**config.mk**
```make
export PLATFORM = sky130hd
export DESIGN_NAME = dram_ctrl
export DESIGN_NICKNAME = d
export VERILOG_FILES = /design/src/dram_pkg.sv /design/src/dram_ctrl.sv /design/src/dram_timer.sv
export SDC_FILE = /design/constraint.sdc
export NUM_CORES = 1
export LEC_CHECK = 0
export BUFFER_PORTS_ARGS = -buffer_cell sky130_fd_sc_hd__buf_2
export CAP_MARGIN = 20
export CORE_ASPECT_RATIO = 0.5
export CORE_UTILIZATION = 60
export CTS_CLUSTER_DIAMETER = 80
export DETAILED_ROUTE_END_ITERATION = 10
export GPL_TIMING_DRIVEN = 0
export PLACE_DENSITY = 0.81
export REMOVE_ABC_BUFFERS = 1
export SLEW_MARGIN = 40
export SYNTH_ARGS = -nofsm -noshare
export SYNTH_HDL_FRONTEND = slang
export SYNTH_SLANG_ARGS = --single-unit
```
**constraint.sdc**
```tcl
create_clock -name CLK -period 4.59 [get_ports CLK]
set_input_delay 0 -clock CLK [delete_from_list [all_inputs] [get_ports CLK]]
set_output_delay 0 -clock CLK [all_outputs]
set_load 0.1 [all_outputs]
```
**src/dram_pkg.sv**
```systemverilog
package dram_pkg;
   localparam int CLK_PERIOD_NS = 50;
   localparam int ROW_BITS = 7;
   localparam int CELL_BITS = 14;
   localparam int ROWS = 128;
   // Slowest grade figures in ns, refresh interval in ms.
   localparam int RANDOM_CYCLE_TIME_NS = 375;
   localparam int ROW_TO_COLUMN_DELAY_NS = 25;
   localparam int ACCESS_FROM_ROW_STROBE_NS = 200;
   localparam int ACCESS_FROM_COLUMN_STROBE_NS = 135;
   localparam int OUTPUT_RELEASE_DELAY_NS = 50;
   localparam int COLUMN_PRECHARGE_PAGE_NS = 80;
   localparam int WRITE_TO_ROW_LEAD_NS = 70;
   localparam int ROW_PRECHARGE_NS = 120;
   localparam int REFRESH_INTERVAL_MS = 2;
   // Least times round up.
   localparam int RCD_CYC = (ROW_TO_COLUMN_DELAY_NS + CLK_PERIOD_NS - 1) / CLK_PERIOD_NS;
   localparam int CAC_CYC = (ACCESS_FROM_COLUMN_STROBE_NS + CLK_PERIOD_NS - 1) / CLK_PERIOD_NS;
   localparam int CP_CYC = (COLUMN_PRECHARGE_PAGE_NS + CLK_PERIOD_NS - 1) / CLK_PERIOD_NS;
   localparam int RWL_CYC = (WRITE_TO_ROW_LEAD_NS + CLK_PERIOD_NS - 1) / CLK_PERIOD_NS;
   localparam int RP_CYC = (ROW_PRECHARGE_NS + CLK_PERIOD_NS - 1) / CLK_PERIOD_NS;
   localparam int RC_CYC = (RANDOM_CYCLE_TIME_NS + CLK_PERIOD_NS - 1) / CLK_PERIOD_NS;
   localparam int RAS_MIN_CYC = (ACCESS_FROM_ROW_STROBE_NS + CLK_PERIOD_NS - 1) / CLK_PERIOD_NS;
   // Refresh spacing rounds down: 2 ms / 128 rows.
   localparam int REF_GAP_CYC = (REFRESH_INTERVAL_MS * 1000000 / CLK_PERIOD_NS) / ROWS;
   localparam logic [7:0] CNT_ONE = 8'h01;
   typedef enum logic [6:0] {
      DRAM_IDLE = 7'h01, DRAM_ROW = 7'h02, DRAM_COL = 7'h04, DRAM_ACC = 7'h08,
      DRAM_PRE_COL = 7'h10, DRAM_END = 7'h20, DRAM_PRE_ROW = 7'h40
   } dram_state_type;
endpackage

```
**src/dram_ctrl.sv**
```systemverilog
`timescale 1ns/1ps
// Notes on behaviour
// - Split 14-bit address into two 7-bit halves.
// - Row half on pins, then row strobe low.
// - After row hold, column half, then column strobe.
// - Page mode keeps row strobe low.
// - Column strobe high for page precharge.
// - Refresh all 128 rows each 2 ms.
// - Refresh with row strobe only pulses.
// - Idle strobes mean data output open.
// - Space cycle starts by random cycle time.
// - Write enable leads row strobe rise.
module dram_ctrl
   import dram_pkg::*;
#(
   parameter int REF_GAP = REF_GAP_CYC
) (
   input wire logic CLK,
   input wire logic RST,
   input wire logic REQ_VALID,
   input wire logic REQ_WRITE,
   input wire logic REQ_PAGE,
   input wire logic [CELL_BITS-1:0] REQ_ADDR,
   input wire logic REQ_DATA,
   output logic REQ_READY,
   output logic RD_VALID,
   output logic RD_DATA,
   output logic [ROW_BITS-1:0] MUXED_ADDRESS_PINS,
   output logic ROW_STROBE_N,
   output logic COLUMN_STROBE_N,
   output logic WRITE_ENABLE_N,
   output logic DATA_IN,
   input wire logic DATA_OUT
);
   dram_state_type state;
   logic [ROW_BITS-1:0] open_row;
   logic [ROW_BITS-1:0] ref_row;
   logic [15:0] ref_count;
   logic ref_due;
   logic is_refresh;
   logic is_write;
   logic t_load;
   logic [7:0] t_value;
   logic t_done;
   logic [7:0] rc_count;
   logic page_hit;

   function automatic logic [ROW_BITS-1:0] row_of(input logic [CELL_BITS-1:0] a);
      return a[CELL_BITS-1:ROW_BITS];
   endfunction

   dram_timer #(.WIDTH(8)) u_timer (
      .clk(CLK),
      .rst(RST),
      .load(t_load),
      .value(t_value),
      .done(t_done)
   );

   always_comb begin
      page_hit = REQ_VALID && REQ_PAGE && !ref_due && row_of(REQ_ADDR) == open_row;
   end

   // Refresh pacing: one row per gap, so all rows are visited within the interval.
   always_ff @(posedge CLK or posedge RST) begin
      if (RST) begin
         ref_count <= '0;
         ref_due <= 1'b0;
      end else if (ref_count >= 16'(REF_GAP - 1)) begin
         ref_count <= '0;
         ref_due <= 1'b1;
      end else begin
         ref_count <= ref_count + 16'h0001;
         if (state == DRAM_ROW && is_refresh) begin
            ref_due <= 1'b0;
         end
      end
   end

   // Cycle-start spacing counter.
   always_ff @(posedge CLK or posedge RST) begin
      if (RST) begin
         rc_count <= '0;
      end else if (state == DRAM_IDLE && t_done && rc_count == '0 && (REQ_VALID || ref_due)) begin
         rc_count <= 8'(RC_CYC - 1);
      end else if (rc_count != '0) begin
         rc_count <= rc_count - CNT_ONE;
      end
   end

   always_ff @(posedge CLK or posedge RST) begin
      if (RST) begin
         state <= DRAM_IDLE;
         MUXED_ADDRESS_PINS <= '0;
         ROW_STROBE_N <= 1'b1;
         COLUMN_STROBE_N <= 1'b1;
         WRITE_ENABLE_N <= 1'b1;
         DATA_IN <= 1'b0;
         REQ_READY <= 1'b0;
         RD_VALID <= 1'b0;
         RD_DATA <= 1'b0;
         open_row <= '0;
         ref_row <= '0;
         is_refresh <= 1'b0;
         is_write <= 1'b0;
         t_load <= 1'b0;
         t_value <= '0;
      end else begin
         t_load <= 1'b0;
         REQ_READY <= 1'b0;
         RD_VALID <= 1'b0;
         case (state)
            DRAM_IDLE: begin
               if (t_done && rc_count == '0 && ref_due) begin
                  MUXED_ADDRESS_PINS <= ref_row;
                  is_refresh <= 1'b1;
                  state <= DRAM_ROW;
               end else if (t_done && rc_count == '0 && REQ_VALID) begin
                  MUXED_ADDRESS_PINS <= row_of(REQ_ADDR);
                  open_row <= row_of(REQ_ADDR);
                  is_refresh <= 1'b0;
                  state <= DRAM_ROW;
               end
            end
            DRAM_ROW: begin
               // Row half has stood one cycle; now strobe it.
               ROW_STROBE_N <= 1'b0;
               t_load <= 1'b1;
               t_value <= is_refresh ? 8'(RAS_MIN_CYC) : 8'(RCD_CYC);
               state <= is_refresh ? DRAM_END : DRAM_COL;
            end
            DRAM_COL: begin
               if (t_done) begin
                  MUXED_ADDRESS_PINS <= REQ_ADDR[ROW_BITS-1:0];
                  is_write <= REQ_WRITE;
                  DATA_IN <= REQ_DATA;
                  // Write enable before the column strobe makes an early write, output open.
                  WRITE_ENABLE_N <= !REQ_WRITE;
                  REQ_READY <= 1'b1;
                  state <= DRAM_ACC;
               end
            end
            DRAM_ACC: begin
               if (!REQ_READY && COLUMN_STROBE_N) begin
                  COLUMN_STROBE_N <= 1'b0;
                  t_load <= 1'b1;
                  // Waiting the column access also covers the row access on this slow clock.
                  t_value <= 8'(CAC_CYC > RWL_CYC ? CAC_CYC : RWL_CYC);
               end else if (!COLUMN_STROBE_N && t_done) begin
                  RD_VALID <= !is_write;
                  RD_DATA <= DATA_OUT;
                  COLUMN_STROBE_N <= 1'b1;
                  WRITE_ENABLE_N <= 1'b1;
                  t_load <= 1'b1;
                  t_value <= 8'(CP_CYC);
                  state <= DRAM_PRE_COL;
               end
            end
            DRAM_PRE_COL: begin
               if (t_done) begin
                  state <= page_hit ? DRAM_COL : DRAM_END;
               end
            end
            DRAM_END: begin
               if (t_done) begin
                  ROW_STROBE_N <= 1'b1;
                  if (is_refresh) begin
                     ref_row <= ref_row + 7'h01;
                  end
                  t_load <= 1'b1;
                  t_value <= 8'(RP_CYC);
                  state <= DRAM_PRE_ROW;
               end
            end
            DRAM_PRE_ROW: begin
               if (t_done) begin
                  state <= DRAM_IDLE;
               end
            end
            default: begin
               state <= DRAM_IDLE;
            end
         endcase
      end
   end

   a_col_after_row: assert property (@(posedge CLK) disable iff (RST)
      $fell(COLUMN_STROBE_N) |-> !ROW_STROBE_N) else $error("column strobe fell without row strobe");
   a_addr_before_row: assert property (@(posedge CLK) disable iff (RST)
      $fell(ROW_STROBE_N) |-> $stable(MUXED_ADDRESS_PINS)) else $error("row address moved at row strobe");
   a_page_precharge: assert property (@(posedge CLK) disable iff (RST)
      $rose(COLUMN_STROBE_N) |=> COLUMN_STROBE_N [*2]) else $error("column precharge too short");
   // Write enable falls in the column phase, so the row strobe must stay low long enough after it.
   a_write_lead: assert property (@(posedge CLK) disable iff (RST)
      $fell(WRITE_ENABLE_N) |-> (!ROW_STROBE_N) [*2]) else $error("write enable lead before row strobe rise short");
   a_refresh_no_col: assert property (@(posedge CLK) disable iff (RST)
      is_refresh && !ROW_STROBE_N |-> COLUMN_STROBE_N) else $error("refresh pulsed column strobe");
   a_row_precharge: assert property (@(posedge CLK) disable iff (RST)
      $rose(ROW_STROBE_N) |=> ROW_STROBE_N [*3]) else $error("row precharge too short");
   a_early_write: assert property (@(posedge CLK) disable iff (RST)
      $fell(COLUMN_STROBE_N) && is_write |-> !WRITE_ENABLE_N) else $error("write not early");
   a_read_valid: assert property (@(posedge CLK) disable iff (RST)
      RD_VALID |-> !$past(COLUMN_STROBE_N)) else $error("read data outside column strobe");
   a_col_idle: assert property (@(posedge CLK) disable iff (RST)
      ROW_STROBE_N |-> COLUMN_STROBE_N) else $error("column strobe without row");
   c_read: cover property (@(posedge CLK) disable iff (RST) RD_VALID);
   c_refresh: cover property (@(posedge CLK) disable iff (RST) is_refresh && $fell(ROW_STROBE_N));
   c_page: cover property (@(posedge CLK) disable iff (RST) state == DRAM_PRE_COL && page_hit);
endmodule

```
**src/dram_timer.sv**
```systemverilog
`timescale 1ns/1ps
module dram_timer
   import dram_pkg::*;
#(
   parameter int WIDTH = 8
) (
   input wire logic clk,
   input wire logic rst,
   input wire logic load,
   input wire logic [WIDTH-1:0] value,
   output logic done
);
   logic [WIDTH-1:0] count;
   // Done is low during a load even when the count has run out, so a load always restarts it.
   always_ff @(posedge clk or posedge rst) begin
      if (rst) begin
         count <= '0;
      end else if (load) begin
         count <= value;
      end else if (count != '0) begin
         count <= count - WIDTH'(1);
      end
   end
   always_comb begin
      done = (count == '0) && !load;
   end
endmodule
```
==> tab_implementation.tex, run 1 <==
\begin{tabular}{lr}
\hline
Metric & Value \\
\hline
\multicolumn{2}{l}{\textbf{Power and ir drop}} \\
\quad Cell internal pwr & 1.117 mW \\
\quad Sw power & 0.3076 mW \\
\quad Total power & 1.425 mW \\
\quad Leakage power total & 1.992 nW \\
\quad Sequential cell fraction of total power & 46.5\% \\
\quad Comb pwr share & 3.6\% \\
\quad Peak ir drop on the vdd network & 0.3124 mV \\
\quad Switching share of power & 21.59\% \\
\quad PwrDens & 334.6 nW/um2 \\
\quad Proportion of power drawn by the clock network & 49.9\% \\
\multicolumn{2}{l}{\textbf{Critical path}} \\
\quad Type of destination of the critical path & register \\
\quad Required time of the critical path & 4810 ps \\
\quad Worst path bufs/invs & 0 \\
\quad Arrival time worst endpoint & 3010 ps \\
\quad Delay contributed by the slowest stage of the critical path & 640 ps \\
\quad Classification of the worst setup path & reg -> reg \\
\quad Cell-by-cell trace of the critical path & or4\_4, or4\_4, nor4\_4, mux2\_2 \\
\quad Most frequent cell on the critical path & sky130\_fd\_sc\_hd\_\_or4\_4 \\
\quad Crit Path Max Fanout & 19 \\
\quad Nature of the critical path startpoint & register \\
\quad Cell with the biggest individual delay on the critical path & sky130\_fd\_sc\_hd\_\_or4\_4 \\
\quad Dominant delay contributor by cell family on the critical path & simple AND/OR/NAND/NOR gates \\
\multicolumn{2}{l}{\textbf{Clock tree}} \\
\quad TritonCTS Buffers & 9 \\
\quad Sinks on the clock net & 74 \\
\quad CTS max path bufs & 2 \\
\quad Level count of the clock H-tree & 3 \\
\quad Clock transition at path regs & 60 ps \\
\quad Post-CTS Repair Setup Buffers & 0 \\
\quad Insertion delay to the later sink of the worst-skew pair & 340 ps \\
\quad TritonCTS clock tree & yes \\
\quad Clock root buffer & sky130\_fd\_sc\_hd\_\_clkbuf\_16 \\
\multicolumn{2}{l}{\textbf{Floorplan}} \\
\quad Die outline width & 110.7 um \\
\quad Number of placement rows & 19 \\
\quad Effective utilization at floorplan & 63.43\% \\
\quad Die Y-Extent & 56.34 um \\
\quad Die Area & 6236 um2 \\
\quad Floorplan Core Area & 5587 um2 \\
\quad IO Pins & 35 \\
\multicolumn{2}{l}{\textbf{STA}} \\
\quad Setup repair after global routing missed its margin & false \\
\quad Final min period & 2787 ps \\
\quad Achievable Freq & 358.8 MHz \\
\quad Count of final hold-check violations & 0 \\
\quad Number of slew-limit violations in the final report & 0 \\
\quad Clock Skews & 10.31 ps \\
\quad Setup total negative slack & 0 ps \\
\quad Final critical-path share of the clock period & 60.72\% \\
\quad Worst slew margin relative to its limit & 47.69\% \\
\quad Actual slew at the worst max-slew pin & 777.4 ps \\
\quad Endpoints failing setup & 0 \\
\multicolumn{2}{l}{\textbf{Detailed routing}} \\
\quad Wire length after detailed routing & 7818 um \\
\quad Via density per instance & 5.947 \\
\quad Number of remaining DRC errors & 0 \\
\quad First-pass iteration count of the detailed router & 5 \\
\quad DR iter-0 viols & 206 \\
\quad Residual antenna-violating net count after detailed routing & 0 \\
\quad WL per Instance & 16.63 um \\
\quad Vias post-DR & 2795 \\
\multicolumn{2}{l}{\textbf{Logic synthesis}} \\
\quad Most area-hungry cell type in the Yosys netlist & sky130\_fd\_sc\_hd\_\_dfrtp\_1 \\
\quad Yosys warns & 0 \\
\quad Leading post-synthesis cells by cell area & sky130\_fd\_sc\_hd\_\_dfrtp\_1 49\%, sky130\_fd\_sc\_hd\_\_mux2\_2 7.6\%, sky130\_fd\_sc\_hd\_\_xnor2\_1 4.0\% \\
\quad Mapped Cells & 334 \\
\quad Flops \& latches, synth & 74 \\
\quad Most instantiated cells after synthesis & 70 x sky130\_fd\_sc\_hd\_\_dfrtp\_1, 36 x sky130\_fd\_sc\_hd\_\_nor2\_1, 24 x sky130\_fd\_sc\_hd\_\_mux2\_2 \\
\quad Most used flip-flop cell after synthesis & sky130\_fd\_sc\_hd\_\_dfrtp\_1 \\
\quad Post-synth design cell area & 3543 um2 \\
\quad Number of enable flip-flop cells after synthesis & 0 \\
\quad Fraction of post-synthesis cell area in the top cell type by area & 49.44\% \\
\quad Netlist cell types & 44 \\
\quad Dominant cell by count in the synthesized netlist & sky130\_fd\_sc\_hd\_\_dfrtp\_1 \\
\quad Synth async-reset ratio & 100.0\% \\
\quad Synthesized area per cell & 10.61 um2 \\
\quad Share of synthesized area occupied by flip-flops and latches & 52.40\% \\
\multicolumn{2}{l}{\textbf{Global route}} \\
\quad First-pass GRT wire length & 13360 um \\
\quad Antenna violations before repair & 0 \\
\quad Pin count of the biggest net entering global routing & 40 \\
\quad Total routing resource utilization after global routing & 27.72\% \\
\quad Number of global-route vias before repair & 2862 \\
\quad Total overflow reported by the global router & 0 \\
\multicolumn{2}{l}{\textbf{Outcome}} \\
\quad Run status & finished, final reports clean \\
\multicolumn{2}{l}{\textbf{Flow run}} \\
\quad Maxcap violations & 0 \\
\multicolumn{2}{l}{\textbf{Layout}} \\
\quad Area occupied by multi-input gates & 1650 um2 \\
\quad Area overhead of the layout relative to synthesis & 20.20\% \\
\quad Fin nets & 419 \\
\quad Number of fill cells in the layout & 352 \\
\quad Utilization of the core after routing & 76.24\% \\
\quad FF/Latch Area & 1857 um2 \\
\quad Diodes inserted & 0 \\
\quad Fraction of layout instances using a drive strength above 1 & 23.17\% \\
\multicolumn{2}{l}{\textbf{Worst hold path}} \\
\quad Path class of the lowest-slack min-delay path & in -> reg \\
\multicolumn{2}{l}{\textbf{Place}} \\
\quad Final Wtd Congestion & 0.8731 \\
\quad Detailed Place HPWL & 5078 um \\
\quad Count of input and output buffers & 34 \\
\hline
\end{tabular}
[per-stage QoR]
stage	setup slack (ps)	area [um2]	hold WS (ps)	instances
floorplan	1631	3531	50.40	333
global placement	804.6	3792	150.0	440
detailed placement	1805	3834	4.766	443
CTS	1803	4248	82.00	470
global route	1723	4259	117.9	470
finish	1803	4259	97.04	470
[placed cells by master (no fill, tap or decap), drive strengths merged, types with 2 or more instances in the layout]
master,instances
a21oi,11
a31oi,7
and2,2
and3,4
buf,37
clkbuf,10
clkinv,3
conb,7
dfrtp,70
dfstp,4
dlygate4sd3,11
ha,6
inv,12
mux2,24
nand2,22
nand2b,3
nand3,16
nand4,6
nand4b,3
nor2,36
nor2b,3
nor3,8
nor3b,6
nor4,12
o21ai,21
o31ai,2
or2,2
or4,2
xnor2,16
xor2,16
[worst register-to-register path: stages, from the launching register on]
cell and delay [ps]:
sky130_fd_sc_hd__dfrtp_1 420, sky130_fd_sc_hd__or4_4 590, sky130_fd_sc_hd__or4_4 640, sky130_fd_sc_hd__nor4_4 610
sky130_fd_sc_hd__mux2_2 410
[path summary, 6_finish.rpt]
path	depth (start not counted)	slack (ps)	end	from
min	4	100	MUXED_ADDRESS_PINS[3]	REQ_ADDR[3]
min reg2reg	1	430	RD_VALID	is_write
max	4	1800	open_row[2]	u_timer.count[5]
max reg2reg	4	1800	open_row[2]	u_timer.count[5]
min in group asynchronous	3	200	MUXED_ADDRESS_PINS[4]	RST
max in group asynchronous	4	3810	ROW_STROBE_N	RST
[power by group through the flow]
stage / Clock (mW) / Sequential (mW) / Combinational [mW]
after floorplan: 0 / 0.677 / 0.0207
after global placement: 0 / 0.674 / 0.0388
after detailed placement: 0 / 0.674 / 0.0432
after CTS: 0.720 / 0.663 / 0.0507
after global routing: 0.746 / 0.663 / 0.0569
final: 0.712 / 0.663 / 0.0506
[final cells by class]
cell class                      count  area share, %
Sequential cell                    74          43.60
Clock buffer                       10          5.611
Clock inverter                      6          1.528
Inverter                           11          1.087
Tap cell                           73          2.145
Timing Repair Buffer               48          7.286
Multi-Input combinational cell    248          38.75
[per-layer routing]
metal | vias to the layer above | track usage (%) | wire length (um)
li1 | 1296 | - | -
met1 | 1377 | 34.87 | 3327
met2 | 102 | 45.61 | 3856
met3 | 20 | 8.315 | 442
met4 | 0 | 11.24 | 191
met5 | - | 0 | 0
[what timing repair did]
item	4_1_cts	5_1_grt
resized for setup	0	0
hold buffers	11	0
endpoints found under the hold margin	83	0
[flip-flops by register name, summed over array words and instances (netlist names)]
signal	cells
COLUMN_STROBE_N	1
t_load	1
state	7
ROW_STROBE_N	1
DATA_IN	1
open_row	7
rc_count	8
ref_row	7
ref_count	16
ref_due	1
u_timer.count	8
MUXED_ADDRESS_PINS	7
RD_DATA	1
REQ_READY	1
t_value	3
is_write	1
is_refresh	1
RD_VALID	1
WRITE_ENABLE_N	1
[kinds of logic after synthesis]
kind of cell,after synthesis,share of synthesized area [%]
AND/OR/NAND/NOR,129,19.39
flip-flops,74,52.40
AO/OA/AOI/OAI,50,8.298
XOR/XNOR,32,7.909
multiplexers,24,7.627
buffers and inverters,18,2.154
adder cells (fa/ha/maj),6,2.119
other,1,0.1058
No activity file was read; power rests on OpenSTA's default activity.
==> run 2: changes to the inputs <==
--- a/config.mk
+++ b/config.mk
@@ -5,14 +5,15 @@
 export SDC_FILE = /design/constraint.sdc
 export NUM_CORES = 1
 export LEC_CHECK = 0
+export ABC_AREA = 1
 export BUFFER_PORTS_ARGS = -buffer_cell sky130_fd_sc_hd__buf_2
 export CAP_MARGIN = 20
 export CORE_ASPECT_RATIO = 0.5
-export CORE_UTILIZATION = 60
+export CORE_UTILIZATION = 54
 export CTS_CLUSTER_DIAMETER = 80
 export DETAILED_ROUTE_END_ITERATION = 10
 export GPL_TIMING_DRIVEN = 0
-export PLACE_DENSITY = 0.81
+export PLACE_DENSITY = 0.76
 export REMOVE_ABC_BUFFERS = 1
 export SLEW_MARGIN = 40
 export SYNTH_ARGS = -nofsm -noshare
==> constraint.sdc (replaced) <==
create_clock -name CLK -period 2.4 [get_ports CLK]
set_input_delay 0 -clock CLK [delete_from_list [all_inputs] [get_ports CLK]]
set_output_delay 0 -clock CLK [all_outputs]
set_load 0.1 [all_outputs]
==> tab_implementation.tex, run 2 <==
\begin{tabular}{lr}
\hline
Metric & Value \\
\hline
\multicolumn{2}{l}{\textbf{Outcome}} \\
\quad Run status & finished, final reports clean \\
\multicolumn{2}{l}{\textbf{Logic synthesis}} \\
\quad Leading post-synthesis cells by cell area & sky130\_fd\_sc\_hd\_\_dfrtp\_1 45\%, sky130\_fd\_sc\_hd\_\_nand2\_1 11\%, sky130\_fd\_sc\_hd\_\_inv\_1 5.3\% \\
\quad Post-synth design cell area & 3889 um2 \\
\quad Most area-hungry cell type in the Yosys netlist & sky130\_fd\_sc\_hd\_\_dfrtp\_1 \\
\quad Fraction of post-synthesis cell area in the top cell type by area & 45.05\% \\
\quad Flops \& latches, synth & 74 \\
\quad Yosys warns & 0 \\
\quad Netlist cell types & 40 \\
\quad Most used flip-flop cell after synthesis & sky130\_fd\_sc\_hd\_\_dfrtp\_1 \\
\quad Mapped Cells & 461 \\
\quad Synthesized area per cell & 8.435 um2 \\
\quad Synth async-reset ratio & 100.0\% \\
\quad Dominant cell by count in the synthesized netlist & sky130\_fd\_sc\_hd\_\_nand2\_1 \\
\quad Most instantiated cells after synthesis & 117 x sky130\_fd\_sc\_hd\_\_nand2\_1, 70 x sky130\_fd\_sc\_hd\_\_dfrtp\_1, 55 x sky130\_fd\_sc\_hd\_\_inv\_1 \\
\quad Share of synthesized area occupied by flip-flops and latches & 47.75\% \\
\quad Number of enable flip-flop cells after synthesis & 0 \\
\multicolumn{2}{l}{\textbf{Detailed routing}} \\
\quad Wire length after detailed routing & 8130 um \\
\quad First-pass iteration count of the detailed router & 4 \\
\quad Vias post-DR & 3152 \\
\quad Via density per instance & 5.059 \\
\quad Residual antenna-violating net count after detailed routing & 0 \\
\quad Number of remaining DRC errors & 0 \\
\quad WL per Instance & 13.05 um \\
\quad DR iter-0 viols & 259 \\
\multicolumn{2}{l}{\textbf{Floorplan}} \\
\quad Number of placement rows & 21 \\
\quad Die Area & 7565 um2 \\
\quad Die Y-Extent & 62.01 um \\
\quad IO Pins & 35 \\
\quad Floorplan Core Area & 6832 um2 \\
\quad Effective utilization at floorplan & 56.92\% \\
\quad Die outline width & 122.0 um \\
\multicolumn{2}{l}{\textbf{Layout}} \\
\quad Most common library cell in the layout ignoring fill and taps & sky130\_fd\_sc\_hd\_\_nand2\_1 \\
\quad Non-filler instance count after layout & 623 \\
\quad Area overhead of the layout relative to synthesis & 20.56\% \\
\quad Fin nets & 553 \\
\quad Fraction of layout instances using a drive strength above 1 & 22.03\% \\
\quad Number of flip-flops in the largest register & 16 \\
\quad Utilization of the core after routing & 68.63\% \\
\quad Commonest non-fill, non-tap cells in the layout & 117 x sky130\_fd\_sc\_hd\_\_nand2\_1, 70 x sky130\_fd\_sc\_hd\_\_dfrtp\_1, 54 x sky130\_fd\_sc\_hd\_\_inv\_1, 38 x sky130\_fd\_sc\_hd\_\_nand3\_1, 34 x sky130\_fd\_sc\_hd\_\_buf\_2 \\
\quad Largest registers & ref\_count x16, rc\_count x8, u\_timer.count x8 \\
\quad Diodes inserted & 0 \\
\quad Register name with the most flops & ref\_count \\
\multicolumn{2}{l}{\textbf{STA}} \\
\quad Setup repair after global routing missed its margin & false \\
\quad Final min period & 2039 ps \\
\quad Final setup margin & 360.7 ps \\
\quad Achievable Freq & 490.4 MHz \\
\quad Number of slew-limit violations in the final report & 0 \\
\quad Count of final hold-check violations & 0 \\
\quad Endpoints failing setup & 0 \\
\quad Final critical-path share of the clock period & 84.97\% \\
\quad Clock Skews & 9.694 ps \\
\quad Setup total negative slack & 0 ps \\
\multicolumn{2}{l}{\textbf{Critical path}} \\
\quad Cell-by-cell trace of the critical path & inv\_1, ha\_1, nand2\_1, nor2\_2, nand3\_4, nor2\_8, nand4\_4, nand2\_1, o21ai\_2 \\
\quad Cell with the biggest individual delay on the critical path & sky130\_fd\_sc\_hd\_\_dfrtp\_1 \\
\quad Setup crit start & u\_timer.count[0] \\
\quad Crit Path Max Fanout & 14 \\
\quad Required time of the critical path & 2620 ps \\
\quad Dominant delay contributor by cell family on the critical path & simple AND/OR/NAND/NOR gates \\
\quad Critical register-to-register path startpoint & u\_timer.count[0] \\
\quad Most frequent cell on the critical path & sky130\_fd\_sc\_hd\_\_nand2\_1 \\
\quad Nature of the critical path startpoint & register \\
\quad Delay contributed by the slowest stage of the critical path & 370 ps \\
\quad Classification of the worst setup path & reg -> reg \\
\quad Worst path bufs/invs & 1 \\
\quad Arrival time worst endpoint & 2260 ps \\
\quad Type of destination of the critical path & register \\
\multicolumn{2}{l}{\textbf{Place}} \\
\quad Count of input and output buffers & 34 \\
\quad Total placed cells including tap cells & 590 \\
\quad Final Wtd Congestion & 0.8753 \\
\quad Setup slack at placement & 386.8 ps \\
\quad Detailed Place HPWL & 5530 um \\
\multicolumn{2}{l}{\textbf{Clock tree}} \\
\quad Sinks on the clock net & 74 \\
\quad TritonCTS clock tree & yes \\
\quad Level count of the clock H-tree & 3 \\
\quad CTS max path bufs & 2 \\
\quad Insertion delay to the later sink of the worst-skew pair & 340 ps \\
\quad TritonCTS Buffers & 9 \\
\quad Clock root buffer & sky130\_fd\_sc\_hd\_\_clkbuf\_16 \\
\quad Clock transition at path regs & 50 ps \\
\multicolumn{2}{l}{\textbf{Power and ir drop}} \\
\quad Switching share of power & 20.56\% \\
\quad Peak ir drop on the vdd network & 0.4075 mV \\
\quad Sw power & 0.5783 mW \\
\quad Proportion of power drawn by the clock network & 51.4\% \\
\quad Leakage power total & 2.435 nW \\
\quad Comb pwr share & 3.9\% \\
\quad Cell internal pwr & 2.235 mW \\
\quad Sequential cell fraction of total power & 44.7\% \\
\quad PwrDens & 600.1 nW/um2 \\
\multicolumn{2}{l}{\textbf{Global route}} \\
\quad Pin count of the biggest net entering global routing & 59 \\
\quad First-pass GRT wire length & 13910 um \\
\quad Antenna violations before repair & 0 \\
\quad Total routing resource utilization after global routing & 24.75\% \\
\quad Number of global-route vias before repair & 3064 \\
\quad Total overflow reported by the global router & 0 \\
\multicolumn{2}{l}{\textbf{Worst hold path}} \\
\quad Hold Path Origin & REQ\_ADDR[11] \\
\quad Path class of the lowest-slack min-delay path & in -> reg \\
\multicolumn{2}{l}{\textbf{Flow run}} \\
\quad Maxcap violations & 0 \\
\hline
\end{tabular}
run 2: cell types whose count changed in the layout (fill, tap and decap cells not counted), sizes merged, moves of 5 or more:
cell,delta
dlygate4sd3,+6
o21ai,+10
xnor2,-14
nand3,+25
nand4,+5
nor4,-10
mux2,-23
nor3b,-5
a31oi,-6
inv,+61
nor2,+10
nand2,+108
run 2: final timing paths:
path                                      to  slack, ps  depth (start not counted)
min in group asynchronous       ref_count[5]        130                          3
worst min-delay path             open_row[4]         10                          3
worst max-delay path             open_row[3]        360                          9
worst min register to register      RD_VALID        440                          1
worst max register to register   open_row[3]        360                          9
max in group asynchronous           state[0]       1710                          4
run 2: through the flow:
step / hold slack [ps] / instance area, um2 / total power, mW
2_1_floorplan: 116.7 / 3880 / 1.328
3_3_place_gp: 207.7 / 4165 / 1.360
3_5_place_dp: -64.99 / 4198 / 1.368
4_1_cts: 3.666 / 4688 / 2.828
5_1_grt: 37.23 / 4688 / 2.889
6_report: 11.45 / 4688 / 2.814
run 2: power groups by stage:
stage	combinational (mW)	clock (mW)	sequential (mW)
finish	0.111	1.45	1.26
global route	0.125	1.51	1.26
CTS	0.111	1.46	1.26
detailed placement	0.0887	0	1.28
global placement	0.0810	0	1.28
floorplan	0.0423	0	1.29
run 2: area by class of cell:
cell class,instances,area [um2]
well taps,92,115.1
multi-input cells,316,1737
clock buffers,11,242.7
clock inverters,5,77.57
repair buffers,52,367.9
inverters,73,291.5
fillers,544,2143
flip-flops and latches,74,1857
run 2: worst min-delay path, cell delays in order:
cell                      delay (ps)
sky130_fd_sc_hd__buf_2            90
sky130_fd_sc_hd__inv_1            80
sky130_fd_sc_hd__o21ai_2         140
run 2: layer usage:
metal	up-vias	GRT usage, %	part of all wire (%)
met5	-	0	0
met4	0	7.407	1.1
met3	10	6.934	4.1
met2	80	40.84	46
met1	1470	32.59	49
li1	1592	-	-
run 2: cells by family after synthesis:
family                   share of synthesized area, %
other                                         0.09643
buffers and inverters                           8.172
flip-flops                                      47.75
AO/OA/AOI/OAI                                   7.272
adder cells (fa/ha/maj)                         1.930
AND/OR/NAND/NOR                                 31.24
XOR/XNOR                                        3.153
multiplexers                                   0.3860
run 2: repair_timing:
action | 4_1_cts | 5_1_grt
hold buffers | 17 | 0
resized for setup | 0 | 0
buffers inserted | 0 | 0
endpoints found under the hold margin | 87 | 0
